## config.mk

```make
export PLATFORM = sky130hd
export DESIGN_NAME = ebhg_top
export DESIGN_NICKNAME = d
export VERILOG_FILES = /design/src/verilog/ebhg_clkdiv.v /design/src/verilog/ebhg_sync.v /design/src/verilog/ebhg_top.v
export VERILOG_INCLUDE_DIRS = /design/src /design/src/shared
export SDC_FILE = /design/constraint.sdc
export NUM_CORES = 1
export LEC_CHECK = 0
export BUFFER_PORTS_ARGS = -buffer_cell sky130_fd_sc_hd__buf_2
export CAP_MARGIN = 20
export CORE_MARGIN = 5
export CORE_UTILIZATION = 50
export DETAILED_ROUTE_END_ITERATION = 7
export GPL_TIMING_DRIVEN = 1
export HOLD_SLACK_MARGIN = 0.15
export PLACE_DENSITY_LB_ADDON = 0.3
export SYNTH_ARGS = -nofsm -noshare
export SYNTH_HDL_FRONTEND = slang
export SYNTH_HIERARCHICAL = 1
export SYNTH_SLANG_ARGS = --single-unit
```

## constraint.sdc

```tcl
create_clock -name clk -period 5.55 [get_ports clk]
set_clock_uncertainty 0.2 [all_clocks]
set_input_delay 0.8325 -clock clk [delete_from_list [all_inputs] [get_ports clk]]
set_output_delay 0.8325 -clock clk [all_outputs]
set_load 0.005 [all_outputs]
```

## src/shared/ebhg_defs.vh

```
// constants for the external bus hold and grant arbiter
`ifndef EBHG_DEFS_VH
`define EBHG_DEFS_VH
`define EBHG_ADDR_W          20
`define EBHG_DATA_W          32
`define EBHG_HOLD_MODE_RST   1'b0
`define EBHG_CLK_PERIOD_PS   5000
`define EBHG_SLACK_NS        30
`define EBHG_SLACK_CYC       ((`EBHG_SLACK_NS * 1000) / `EBHG_CLK_PERIOD_PS)
`define EBHG_FLOAT_TCYC      4
`define EBHG_GRANT_TCYC      5
`define EBHG_REL_FULL_TCYC   3
`define EBHG_BV_FULL_TCYC    4
`define EBHG_REL_HALF_TCYC   4
`define EBHG_BV_HALF_TCYC    6
`define EBHG_ST_NORMAL       3'h0
`define EBHG_ST_DRAIN        3'h1
`define EBHG_ST_FLOAT        3'h2
`define EBHG_ST_GRANTED      3'h3
`define EBHG_ST_RELEASE      3'h4
`endif

```

## src/verilog/ebhg_clkdiv.v

```verilog
// output clock phase: full rate or divided by two
`timescale 1ns/100ps
module ebhg_clkdiv (
    input  wire clk,
    input  wire rst,
    input  wire half_rate,
    output wire launch,
    output wire clk_out
);
    reg phase_r;
    always @(posedge clk or posedge rst) begin
        if (rst)
            phase_r <= 1'b0;
        else
            phase_r <= half_rate ? ~phase_r : 1'b0;
    end
    // launch marks the timing-clock edge that is a falling output-clock edge
    assign launch  = half_rate ? ~phase_r : 1'b1;
    assign clk_out = half_rate ? phase_r : 1'b1;
endmodule

```

## src/verilog/ebhg_sync.v

```verilog
// two-stage synchroniser for the hold request and system reset pins
`timescale 1ns/100ps
module ebhg_sync (
    input  wire clk,
    input  wire rst,
    input  wire din,
    output wire dout
);
    reg meta_r;
    reg sync_r;
    // both stages reset high so an idle request stays inactive
    always @(posedge clk or posedge rst) begin
        if (rst) begin
            meta_r <= 1'b1;
            sync_r <= 1'b1;
        end else begin
            meta_r <= din;
            sync_r <= meta_r;
        end
    end
    assign dout = sync_r;
endmodule

```

## src/verilog/ebhg_top.v

```verilog
// hold and grant arbiter for the external memory interface
`timescale 1ns/100ps
`include "ebhg_defs.vh"
// Summary of operation
// - setting hold mode while request and grant are both low drops the grant at cycle end and drives the pins again.
// - system reset clears the hold-mode bit.
// - a request held low through reset leaves the bus floated and the grant low.
// - the processor keeps running from internal memory while the grant is active.
// - a processor access to the external interface stalls while the grant is active until the request goes away.
// - on grant the address, data, both write strobes, read strobe, read/write line and three zone selects float.
// - every other interface signal keeps its normal behaviour during hold.
// - pending external accesses complete before the bus floats.
// - the hold request is registered on each rising timing-clock edge.
// - at half rate the float, drive and grant changes launch on falling output-clock edges, except those forced by system reset.
// - at full rate the bus floats within four cycles and the grant falls within five, each plus 30 ns.
// - at full rate the grant rises within three cycles and the bus is valid within four, each plus 30 ns.
// - at half rate the grant rises within four cycles and the bus is valid within six, each plus 30 ns.
module ebhg_top (
    input  wire                      clk,
    input  wire                      rst,
    input  wire                      system_reset_n,
    input  wire                      ext_bus_request_n,
    input  wire                      half_rate,
    input  wire                      hold_mode_wr,
    input  wire                      hold_mode_wdata,
    input  wire                      cpu_ext_req,
    input  wire                      cpu_ext_we,
    input  wire [`EBHG_ADDR_W-1:0]   cpu_ext_addr,
    input  wire [`EBHG_DATA_W-1:0]   cpu_ext_wdata,
    input  wire                      cpu_ext_hi,
    input  wire [2:0]                cpu_ext_zone,
    input  wire                      ext_access_done,
    output reg                       cpu_ext_stall,
    output reg                       cpu_int_run,
    output reg                       hold_mode,
    output reg                       ext_bus_grant_n,
    output reg                       interface_output_clock,
    output reg  [`EBHG_ADDR_W-1:0]   ext_addr_bus,
    output reg                       ext_addr_oe,
    output reg  [`EBHG_DATA_W-1:0]   ext_data_bus,
    output reg                       ext_data_oe,
    output reg                       write_strobe_low_n,
    output reg                       write_strobe_high_n,
    output reg                       read_strobe_n,
    output reg                       read_not_write,
    output reg                       zone_select_a_n,
    output reg                       zone_select_b_n,
    output reg                       zone_select_c_n,
    output reg                       ctrl_oe
);
    localparam ST_NORMAL  = `EBHG_ST_NORMAL;
    localparam ST_DRAIN   = `EBHG_ST_DRAIN;
    localparam ST_FLOAT   = `EBHG_ST_FLOAT;
    localparam ST_GRANTED = `EBHG_ST_GRANTED;
    localparam ST_RELEASE = `EBHG_ST_RELEASE;

    wire req_sync_n;
    wire launch;
    wire clk_div;
    wire sys_rst_sync_n;

    reg  [2:0] state_r;
    reg  [2:0] state_nxt;
    reg        req_q_r;
    reg        busy_r;
    reg        rst_seen_r;

    ebhg_sync u_req_sync (
        .clk  (clk),
        .rst  (rst),
        .din  (ext_bus_request_n),
        .dout (req_sync_n)
    );

    ebhg_sync u_rst_sync (
        .clk  (clk),
        .rst  (rst),
        .din  (system_reset_n),
        .dout (sys_rst_sync_n)
    );

    ebhg_clkdiv u_clkdiv (
        .clk       (clk),
        .rst       (rst),
        .half_rate (half_rate),
        .launch    (launch),
        .clk_out   (clk_div)
    );

    function is_floated;
        input [2:0] st;
        begin
            is_floated = (st == ST_FLOAT) || (st == ST_GRANTED);
        end
    endfunction

    // request registered every timing-clock edge after the pin synchroniser
    always @(posedge clk or posedge rst) begin
        if (rst)
            req_q_r <= 1'b0;
        else
            req_q_r <= ~req_sync_n;
    end

    // hold-mode bit: software write, cleared by system reset
    always @(posedge clk or posedge rst) begin
        if (rst)
            hold_mode <= `EBHG_HOLD_MODE_RST;
        else if (!sys_rst_sync_n)
            hold_mode <= `EBHG_HOLD_MODE_RST;
        else if (hold_mode_wr)
            hold_mode <= hold_mode_wdata;
    end

    // an access in flight is tracked so a hold waits for it
    // set only where the pins really launch an access, and a new launch wins over the done of the
    // previous one, otherwise the drain could float the bus over an access still on the pins
    always @(posedge clk or posedge rst) begin
        if (rst)
            busy_r <= 1'b0;
        else if (cpu_ext_req && !cpu_ext_stall && state_r == ST_NORMAL)
            busy_r <= 1'b1;
        else if (ext_access_done)
            busy_r <= 1'b0;
    end

    always @(posedge clk or posedge rst) begin
        if (rst)
            rst_seen_r <= 1'b0;
        else
            rst_seen_r <= ~sys_rst_sync_n;
    end

    always @* begin
        state_nxt = state_r;
        case (state_r)
            ST_NORMAL: begin
                if (req_q_r && !hold_mode)
                    state_nxt = ST_DRAIN;
            end
            ST_DRAIN: begin
                if (!req_q_r)
                    state_nxt = ST_NORMAL;
                else if (!busy_r && !cpu_ext_req && launch)
                    state_nxt = ST_FLOAT;
            end
            ST_FLOAT: begin
                if (launch)
                    state_nxt = ST_GRANTED;
            end
            ST_GRANTED: begin
                if ((!req_q_r || hold_mode) && launch)
                    state_nxt = ST_RELEASE;
            end
            ST_RELEASE: begin
                if (launch)
                    state_nxt = ST_NORMAL;
            end
            default: state_nxt = ST_NORMAL;
        endcase
        // request held low during system reset forces the granted state
        if (!sys_rst_sync_n && req_q_r)
            state_nxt = ST_GRANTED;
        else if (!sys_rst_sync_n)
            state_nxt = ST_NORMAL;
    end

    always @(posedge clk or posedge rst) begin
        if (rst)
            state_r <= ST_NORMAL;
        else
            state_r <= state_nxt;
    end

    // pin drivers: registered, address and control enables drop only in floated states; data enable only drives during a write in flight
    always @(posedge clk or posedge rst) begin
        if (rst) begin
            ext_bus_grant_n        <= 1'b1;
            ext_addr_oe            <= 1'b1;
            ext_data_oe            <= 1'b0;
            ctrl_oe                <= 1'b1;
            cpu_ext_stall          <= 1'b0;
            cpu_int_run            <= 1'b1;
            interface_output_clock <= 1'b0;
            ext_addr_bus           <= {`EBHG_ADDR_W{1'b0}};
            ext_data_bus           <= {`EBHG_DATA_W{1'b0}};
            write_strobe_low_n     <= 1'b1;
            write_strobe_high_n    <= 1'b1;
            read_strobe_n          <= 1'b1;
            read_not_write         <= 1'b1;
            zone_select_a_n        <= 1'b1;
            zone_select_b_n        <= 1'b1;
            zone_select_c_n        <= 1'b1;
        end else begin
            ext_bus_grant_n        <= ~(state_nxt == ST_GRANTED);
            ext_addr_oe            <= ~is_floated(state_nxt);
            ctrl_oe                <= ~is_floated(state_nxt);
            ext_data_oe            <= ~is_floated(state_nxt) && busy_r && cpu_ext_we;
            // stall new external accesses while draining or held
            cpu_ext_stall          <= cpu_ext_req && (state_nxt != ST_NORMAL);
            cpu_int_run            <= 1'b1;
            // the output clock keeps running through a hold
            interface_output_clock <= clk_div;
            if (cpu_ext_req && !cpu_ext_stall && state_r == ST_NORMAL) begin
                ext_addr_bus        <= cpu_ext_addr;
                ext_data_bus        <= cpu_ext_wdata;
                read_not_write      <= ~cpu_ext_we;
                write_strobe_low_n  <= ~cpu_ext_we;
                write_strobe_high_n <= ~(cpu_ext_we && cpu_ext_hi);
                read_strobe_n       <= cpu_ext_we;
                zone_select_a_n     <= ~cpu_ext_zone[0];
                zone_select_b_n     <= ~cpu_ext_zone[1];
                zone_select_c_n     <= ~cpu_ext_zone[2];
            end else if (ext_access_done || !busy_r) begin
                // strobes go inactive; address holds its last value
                write_strobe_low_n  <= 1'b1;
                write_strobe_high_n <= 1'b1;
                read_strobe_n       <= 1'b1;
                read_not_write      <= 1'b1;
                zone_select_a_n     <= 1'b1;
                zone_select_b_n     <= 1'b1;
                zone_select_c_n     <= 1'b1;
            end
        end
    end
endmodule
```

[Yosys cells after proc, flatten, opt, wreduce, memory -nomap -nowiden]
Index checks and enable logic that the tools add are counted.
Storage, ports and cells
  bits of input ports: 66
  bits in registers: 74
Operators by class
  mux-type cells: 23
  equal/unequal tests: 7
  bitwise logic cells: 9
  reductions and logical operators: 24
Operator list (number)
  two-way mux 3 bit: 8
  one-hot mux 3 bit (5 select lines): 1
  two-way mux 1 bit: 14
  == test 3 x 2 -> 1 bit, second input constant: 4
  logical AND 1 bit: 11
  NOT 1 bit: 9
  logical NOT 1 bit: 6
  nonzero test 2 bit: 2
  == test 3 x 1 -> 1 bit, second input constant: 1
  == test 3 bit, second input constant: 1
  logical NOT 3 bit: 1
  logical OR 1 bit: 3
  nonzero test 3 bit: 1
  != test 2 bit, second input constant: 1

[Longest topological paths before layout]
Gate-level depths: netlist of the first run.
  word-level depth: 13
  mapped depth: 6
  mapped depth without buffers: 5

[Hierarchy]
The synthesis of the first run kept the hierarchy.
Modules (own cells, without submodules)
  ebhg_top: seq. area each 1736.7 µm², instances 1, area an instance 2695.1 µm², cells each 290
  ebhg_sync: seq. area each 52.6 µm², instances 2, area an instance 56.3 µm², cells each 3
  ebhg_clkdiv: seq. area each 25.0 µm², instances 1, area an instance 45.0 µm², cells each 5

[Least setup slack after synthesis of the first run]
OpenSTA, ideal clock, no wires.
  path type: input -> register
  start: input port half_rate
  end: register cpu_ext_stall
  setup time: 129 ps
  arrival: 1915 ps
  setup slack: 3306 ps
  path buffers: 0
  cell stages on the path: 5
  cell sequence: nand2_1 > or3b_1 > a41oi_2 > o31ai_2 > o41a_1
Between the ends
  longest elaborated chain between the ends: 9
  elaborated cells between the ends (all ways): 13
  classes of those cells: mux (9); reduce/logical (4)
Ends and longest elaborated chain
  start, declared: line ebhg_top.v:23  | input wire half_rate,
  two-way mux 1 bit *: line ebhg_clkdiv.v:18  | assign launch = half_rate ? ~phase_r : 1'b1;
  logical AND 1 bit: line ebhg_top.v:144  | else if (!busy_r && !cpu_ext_req && launch)
  two-way mux 3 bit: line ebhg_top.v:144
  two-way mux 3 bit: line ebhg_top.v:142  | if (!req_q_r)
  one-hot mux 3 bit (5 select lines) *: line ebhg_top.v:136  | case (state_r)
  two-way mux 3 bit *: line ebhg_top.v:164  | else if (!sys_rst_sync_n)
  two-way mux 3 bit *: line ebhg_top.v:162  | if (!sys_rst_sync_n && req_q_r)
  net state_nxt[0]: line ebhg_top.v:63  | reg [2:0] state_nxt;
  nonzero test 3 bit *: line ebhg_top.v:200  | cpu_ext_stall <= cpu_ext_req && (state_nxt != ST_NORMAL);
  logical AND 1 bit *: line ebhg_top.v:200
  end signal, assigned: line ebhg_top.v:200
  end, declared: line ebhg_top.v:33  | output reg cpu_ext_stall,
Mark *: on every way through the listed nets, which the timed path passes. The rest lies on a longest branch.
A chain may end at the register's enable or synchronous reset.

==> results.json, run 1 <==
{
  "clkTransAtPathRegs_ns": 0.07,
  "cts.sinks": 74,
  "tns_ns": 0,
  "h-tree-depth": 3,
  "coreArea_um2": 5540,
  "dieArea_um2": 7320,
  "path_depth": 4,
  "ys.flop_type": "dfrtp_1",
  "grt_start_max_net_pins": 64,
  "synth_seq_cells": 74,
  "critical_path.max_stage_delay_ns": 0.54,
  "drt.antenna.violating_nets": 0,
  "critical_path_buf_inv_count": 4,
  "hold_viol": 0,
  "timing.rr.end": "ext_addr_bus[15]",
  "ys_top_cells_by_count": "nand2_1 (161), dfrtp_1 (62), dfstp_2 (12)",
  "tightest_slew_ns": 0.685,
  "gp_congestion": 0.786,
  "grt_use_total": 0.191,
  "ff2ff_path_depth": 5,
  "min_path_cells": 0,
  "synthCells": 301,
  "placedCellCount": 490,
  "ff2ff_setup_slack_ns": 3.50,
  "cts_tree": "yes",
  "r2r-start": "state_r[1]",
  "drc": 0,
  "clock_latency_ns": 0.33,
  "hpwl_um": 4870,
  "leakage_nw": 2.16,
  "cts_buffers": 9,
  "largest_reg_flops": 32,
  "postSynthAreaPerCell_um2": 9.48,
  "cp-start-kind": "input port",
  "status": "finished, final reports clean",
  "io_buffers": 131,
  "endpoint": "ctrl_oe",
  "worstPathRequired_ns": 5.77,
  "power_density_nw_per_um2": 430,
  "cts_buffer_depth": 2,
  "grt_pass1_vias": 2487,
  "top_register": "ext_data_bus",
  "crit_chain": "dlygate4sd3_1 -> buf_2 -> inv_2 -> buf_4",
  "async_flop_share": 1.00,
  "hold_path.class": "flip-flop to flip-flop",
  "antenna_cells": 0,
  "cp.arrival_ns": 2.56,
  "yosysWarnings": 6,
  "cp_slowest_cell": "buf_4",
  "antenna_found_initial": 0,
  "cp_top_family": "buffers and inverters",
  "peakVddDrop_mv": 0.219,
  "cts_resized": 0,
  "synthDistinctLibCells": 29,
  "fin_nets": 498,
  "synth_top_area_cell": "dfrtp_1",
  "fmax_mhz": 426,
  "synth_top_cell_area_share": 0.544,
  "fin_crit_ns": 2.35,
  "min_period_over_period": 0.423,
  "via_per_inst": 4.73,
  "wl_per_cell_um": 13.4,
  "initial_utilization": 0.515,
  "via_count": 2406,
  "slew_headroom": 0.543,
  "slew_violations": 0,
  "drtIter0Drc": 85,
  "post_cts_buffers": 0,
  "gr-total-overflow": 0,
  "dr.pass1.iters": 4,
  "die_w_um": 85.5,
  "worstSetupStartpoint": "rst",
  "setup-violations-final": 0,
  "syn_to_final_growth_pct": 35.0,
  "crit_fanout": 38,
  "syn-num-nets": 367,
  "synth_edf_count": 0,
  "die_h_um": 85.5,
  "seq_area_frac_synth": 0.654,
  "rsz0062_at_grt": "false",
  "row_count": 27,
  "ios": 133,
  "drt-total-wl_um": 6820,
  "worstSetupPathType": "input port to asynchronous set/reset pin",
  "root_buffer": "clkbuf_8",
  "drive_gt1_frac": 0.389,
  "drv_cap": 0,
  "endpoint_kind": "asynchronous set/reset pin",
  "grt_first_pass_wirelength_um": 11200,
  "synthMostInstantiatedCell": "nand2_1",
  "largestRegisters": "ext_data_bus x32, ext_addr_bus x20, state_r x3",
  "instances_no_fill": 509,
  "syn_area_um2": 2850,
  "yosys-top-cells-area": "dfrtp_1 (54%), nand2_1 (21%), dfstp_2 (11%)"
}
logic make-up (layout without fill, tap and decap cells):
logic type             after synthesis  count (layout)  share of synthesized area
DFF                                 74              74                      0.654
and+or+nand+nor                    189             189                      0.269
other                                1               1                    0.00131
muxes                                1               1                    0.00351
AOI/OAI and AO/OA                   15              15                     0.0395
buffers and inverters               21             157                     0.0325
where the power goes:
group / switching (W) / total (W) / internal (W)
combinational: 0.000197 / 0.000378 / 0.000181
sequential: 0.0000793 / 0.000769 / 0.000690
clock: 0.000186 / 0.000509 / 0.000324
total: 0.000462 / 0.00166 / 0.00119
metal layers:
layer | vias up | part of all wire | GRT usage
met5 | - | 0 | 0
met4 | 0 | 0.014 | 0.0791
met3 | 10 | 0.077 | 0.0538
met2 | 82 | 0.49 | 0.328
met1 | 1114 | 0.41 | 0.225
li1 | 1200 | - | -
how the worst min path moves through the flow:
stage,startpoint,end,slack (ns)
after floorplan,u_req_sync/meta_r,u_req_sync/dout,0.15
after global placement,u_rst_sync/meta_r,u_rst_sync/dout,0.15
after detailed placement,u_req_sync/meta_r,u_req_sync/dout,0.15
after CTS,u_req_sync/meta_r,u_req_sync/dout,0.16
after global routing,u_rst_sync/meta_r,u_rst_sync/dout,0.16
final,u_rst_sync/meta_r,u_rst_sync/dout,0.16
layout by cell type (no fill, tap or decap):
master / n
bufinv_16: 3
clkinvlp_4: 1
buf_2: 131
clkbuf_1: 1
mux2i_1: 1
nand2_1: 161
a41oi_2: 1
nor2b_1: 5
clkbuf_8: 11
or3b_1: 1
a21oi_2: 1
nor3b_1: 1
dfstp_2: 12
inv_1: 5
o41a_1: 1
or2_2: 1
a31oi_1: 1
nor3_1: 7
and4b_2: 1
and3_2: 1
nor2_1: 6
nor4bb_1: 1
buf_4: 1
nand2b_1: 3
nand3_2: 1
buf_12: 1
dlygate4sd3_1: 1
dfrtp_1: 62
a21oi_1: 5
buf_16: 1
inv_2: 1
o21ai_0: 3
a31o_2: 1
conb_1: 1
o31ai_2: 1
a211o_1: 1
repair_timing:
action                                  CTS  global route
endpoints found under the setup margin    0             0
hold buffers                              1             0
endpoints found under the hold margin     1             0
metrics by stage:
step | hold WS [ns] | setup WS [ns] | util | area (um^2) | power (W)
2_1_floorplan | 0.145 | 2.79 | - | 2850 | 0.000942
3_3_place_gp | 0.146 | 3.08 | 0.639 | 3540 | 0.00114
3_5_place_dp | 0.151 | 3.04 | 0.639 | 3540 | 0.00116
4_1_cts | 0.160 | 3.14 | 0.687 | 3800 | 0.00167
5_1_grt | 0.160 | 2.98 | 0.695 | 3850 | 0.00177
6_report | 0.159 | 3.20 | 0.695 | 3850 | 0.00166
area by class of cell:
class                      count  area (um^2)
clock buffer                  12          155
fill                         463         1690
clock inverter                 4         97.6
inverter                       6         22.5
sequential                    74         1870
tap                           72         90.1
multi-input combinational    206          900
timing repair buffer         135          721
Power figures use the tool's default switching activity.
==> run 2: changes to the inputs <==
--- a/config.mk
+++ b/config.mk
@@ -9,7 +9,7 @@
 export BUFFER_PORTS_ARGS = -buffer_cell sky130_fd_sc_hd__buf_2
 export CAP_MARGIN = 20
 export CORE_MARGIN = 5
-export CORE_UTILIZATION = 50
+export CORE_UTILIZATION = 46
 export DETAILED_ROUTE_END_ITERATION = 7
 export GPL_TIMING_DRIVEN = 1
 export HOLD_SLACK_MARGIN = 0.15
==> constraint.sdc (replaced) <==
create_clock -name clk -period 2.2 [get_ports clk]
set_clock_uncertainty 0.2 [all_clocks]
set_input_delay 0.33 -clock clk [delete_from_list [all_inputs] [get_ports clk]]
set_output_delay 0.33 -clock clk [all_outputs]
set_load 0.005 [all_outputs]
==> run 2 against run 1 <==
  * Worst setup slack worse by 3.2 ns
  * First-iteration DRC count increased by 5.9%
  * Non-clock buffer count increased by 66
  * Power grew to 2.5 times the previous value
  * Global-route usage rose by 3.0 points
  * Clock power increased by 120%
  * Via count increased by 12%
  * Sequential cell count did not move
  * Core utilization grew 5.0 points
  * Sequential share of layout area fell by 6.6 points
  * Critical path type is now input port to flip-flop
  * Largest power group unchanged
==> results.json, run 2 (synthesis gave the netlist of run 1 again) <==
{
  "die_h_um": 88.8,
  "cts_tree": "yes",
  "coreArea_um2": 5990,
  "clkTransAtPathRegs_ns": 0.08,
  "cp_top_family": "buffers and inverters",
  "largest_reg_flops": 32,
  "via_count": 2701,
  "crit_fanout": 4,
  "wl_per_cell_um": 14.2,
  "drc": 0,
  "min_period_over_period": 0.985,
  "multi_input_area_um2": 903,
  "slew_violations": 0,
  "hpwl_um": 5090,
  "drive_gt1_frac": 0.344,
  "cts_buffers": 9,
  "worstPathRequired_ns": 2.20,
  "placed_cell_area_um2": 3590,
  "power_density_nw_per_um2": 928,
  "cp_slowest_cell": "dlygate4sd3_1",
  "fin_crit_ns": 2.17,
  "critical_path.max_stage_delay_ns": 0.54,
  "fmax_mhz": 461,
  "gr-total-overflow": 0,
  "status": "finished, final reports clean",
  "cp.arrival_ns": 2.17,
  "rsz0062_at_grt": "false",
  "cts_buffer_depth": 2,
  "grt_use_total": 0.221,
  "final.fill_count": 446,
  "grt_start_max_net_pins": 55,
  "tns_ns": 0,
  "initial_utilization": 0.476,
  "instances_no_fill": 578,
  "drtIter0Drc": 90,
  "h-tree-depth": 3,
  "dieArea_um2": 7880,
  "root_buffer": "clkbuf_8",
  "placedCellCount": 497,
  "worstSetupPathType": "input port to flip-flop",
  "whs_ns": 0.164,
  "top_register": "ext_data_bus",
  "drt-total-wl_um": 8240,
  "crit_chain": "dlygate4sd3_1 -> buf_2 -> nand2_1 -> or3b_1 -> a41oi_2 -> o31ai_2 -> o41a_1",
  "die_w_um": 88.8,
  "drt.antenna.violating_nets": 0,
  "critical_path_buf_inv_count": 2,
  "slew_headroom": 0.625,
  "hold_viol": 0,
  "grt_pass1_vias": 2802,
  "dr.pass1.iters": 4,
  "pre_cts_ws_ns": 0.268,
  "antenna_cells": 0,
  "worst_slack_ns": 0.0331,
  "endpoint_kind": "flip-flop",
  "largestRegisters": "ext_data_bus x32, ext_addr_bus x20, state_r x3",
  "fin_nets": 564,
  "antenna_found_initial": 0,
  "cp-start-kind": "input port",
  "setup-violations-final": 0,
  "syn_to_final_growth_pct": 56.5,
  "via_per_inst": 4.67,
  "io_buffers": 131,
  "grt_first_pass_wirelength_um": 13200,
  "row_count": 28,
  "layout_common_cells": "nand2_1 (161), buf_2 (131), dlygate4sd3_1 (65), dfrtp_1 (62), dfstp_2 (12)",
  "leakage_nw": 2.40,
  "hold_path.class": "flip-flop to flip-flop",
  "peakVddDrop_mv": 0.555,
  "gp_congestion": 0.912,
  "layout_commonest_cell": "nand2_1",
  "tightest_slew_ns": 0.562,
  "drv_cap": 0,
  "clock_latency_ns": 0.33,
  "ios": 133,
  "ff_latch_area_um2": 1870,
  "cts.sinks": 74,
  "final_area_um2": 4460
}
[run 2: cell count changes in the layout (fill, tap and decap cells not counted), sizes merged]
cell,previous run,this run
buf,134,136
bufinv,3,2
clkbuf,12,9
clkinv,0,3
clkinvlp,1,3
dlygate4sd3,1,65
inv,6,5
[run 2: area by class of cell]
cell class                 instances  area share
sequential                        74       0.418
timing repair buffer             201       0.304
multi-input combinational        206       0.202
clock buffer                       9      0.0277
clock inverter                     7      0.0210
tap                               75      0.0210
inverter                           6     0.00589
[run 2: power by group]
part | switching [W] | leakage, nW | internal (W)
Clock | 0.000497 | 0.105 | 0.000636
Combinational | 0.000537 | 1.40 | 0.000528
Sequential | 0.000204 | 0.898 | 0.00174
Total | 0.00124 | 2.40 | 0.00291
[run 2: timing repair]
| action | in CTS | in global routing |
|---|---|---|
| endpoints found under the setup margin | 0 | 1 |
| hold buffers | 65 | 0 |
| endpoints found under the hold margin | 131 | 0 |
| setup buffers | 0 | 0 |
| gates resized for setup | 0 | 1 |
[run 2: worst paths after layout]
| path | from | end | slack (ns) | cells after the start |
|---|---|---|---|---|
| worst max register to register | state_r[1] | write_strobe_high_n | 0.18 | 5 |
| worst min-delay path | u_req_sync/meta_r | u_req_sync/dout | 0.16 | 0 |
| max in group asynchronous | rst | read_not_write | 0.89 | 4 |
| worst min register to register | u_req_sync/meta_r | u_req_sync/dout | 0.16 | 0 |
| worst max-delay path | half_rate | cpu_ext_stall | 0.03 | 7 |
| min in group asynchronous | rst | u_clkdiv/phase_r | 0.22 | 3 |
[run 2: metal layers]
metal  track usage  vias up  part of all wire
li1              -     1327                 -
met1         0.256     1254              0.37
met2         0.395      102              0.54
met3        0.0475       18             0.068
met4        0.0893        0             0.023
met5             0        -                 0
[run 2: per-stage QoR]
| step | util | total power, W |
|---|---|---|
| 2_1_floorplan | - | 0.00238 |
| 3_3_place_gp | 0.600 | 0.00288 |
| 3_5_place_dp | 0.600 | 0.00293 |
| 4_1_cts | 0.745 | 0.00416 |
| 5_1_grt | 0.745 | 0.00443 |
| 6_report | 0.745 | 0.00414 |
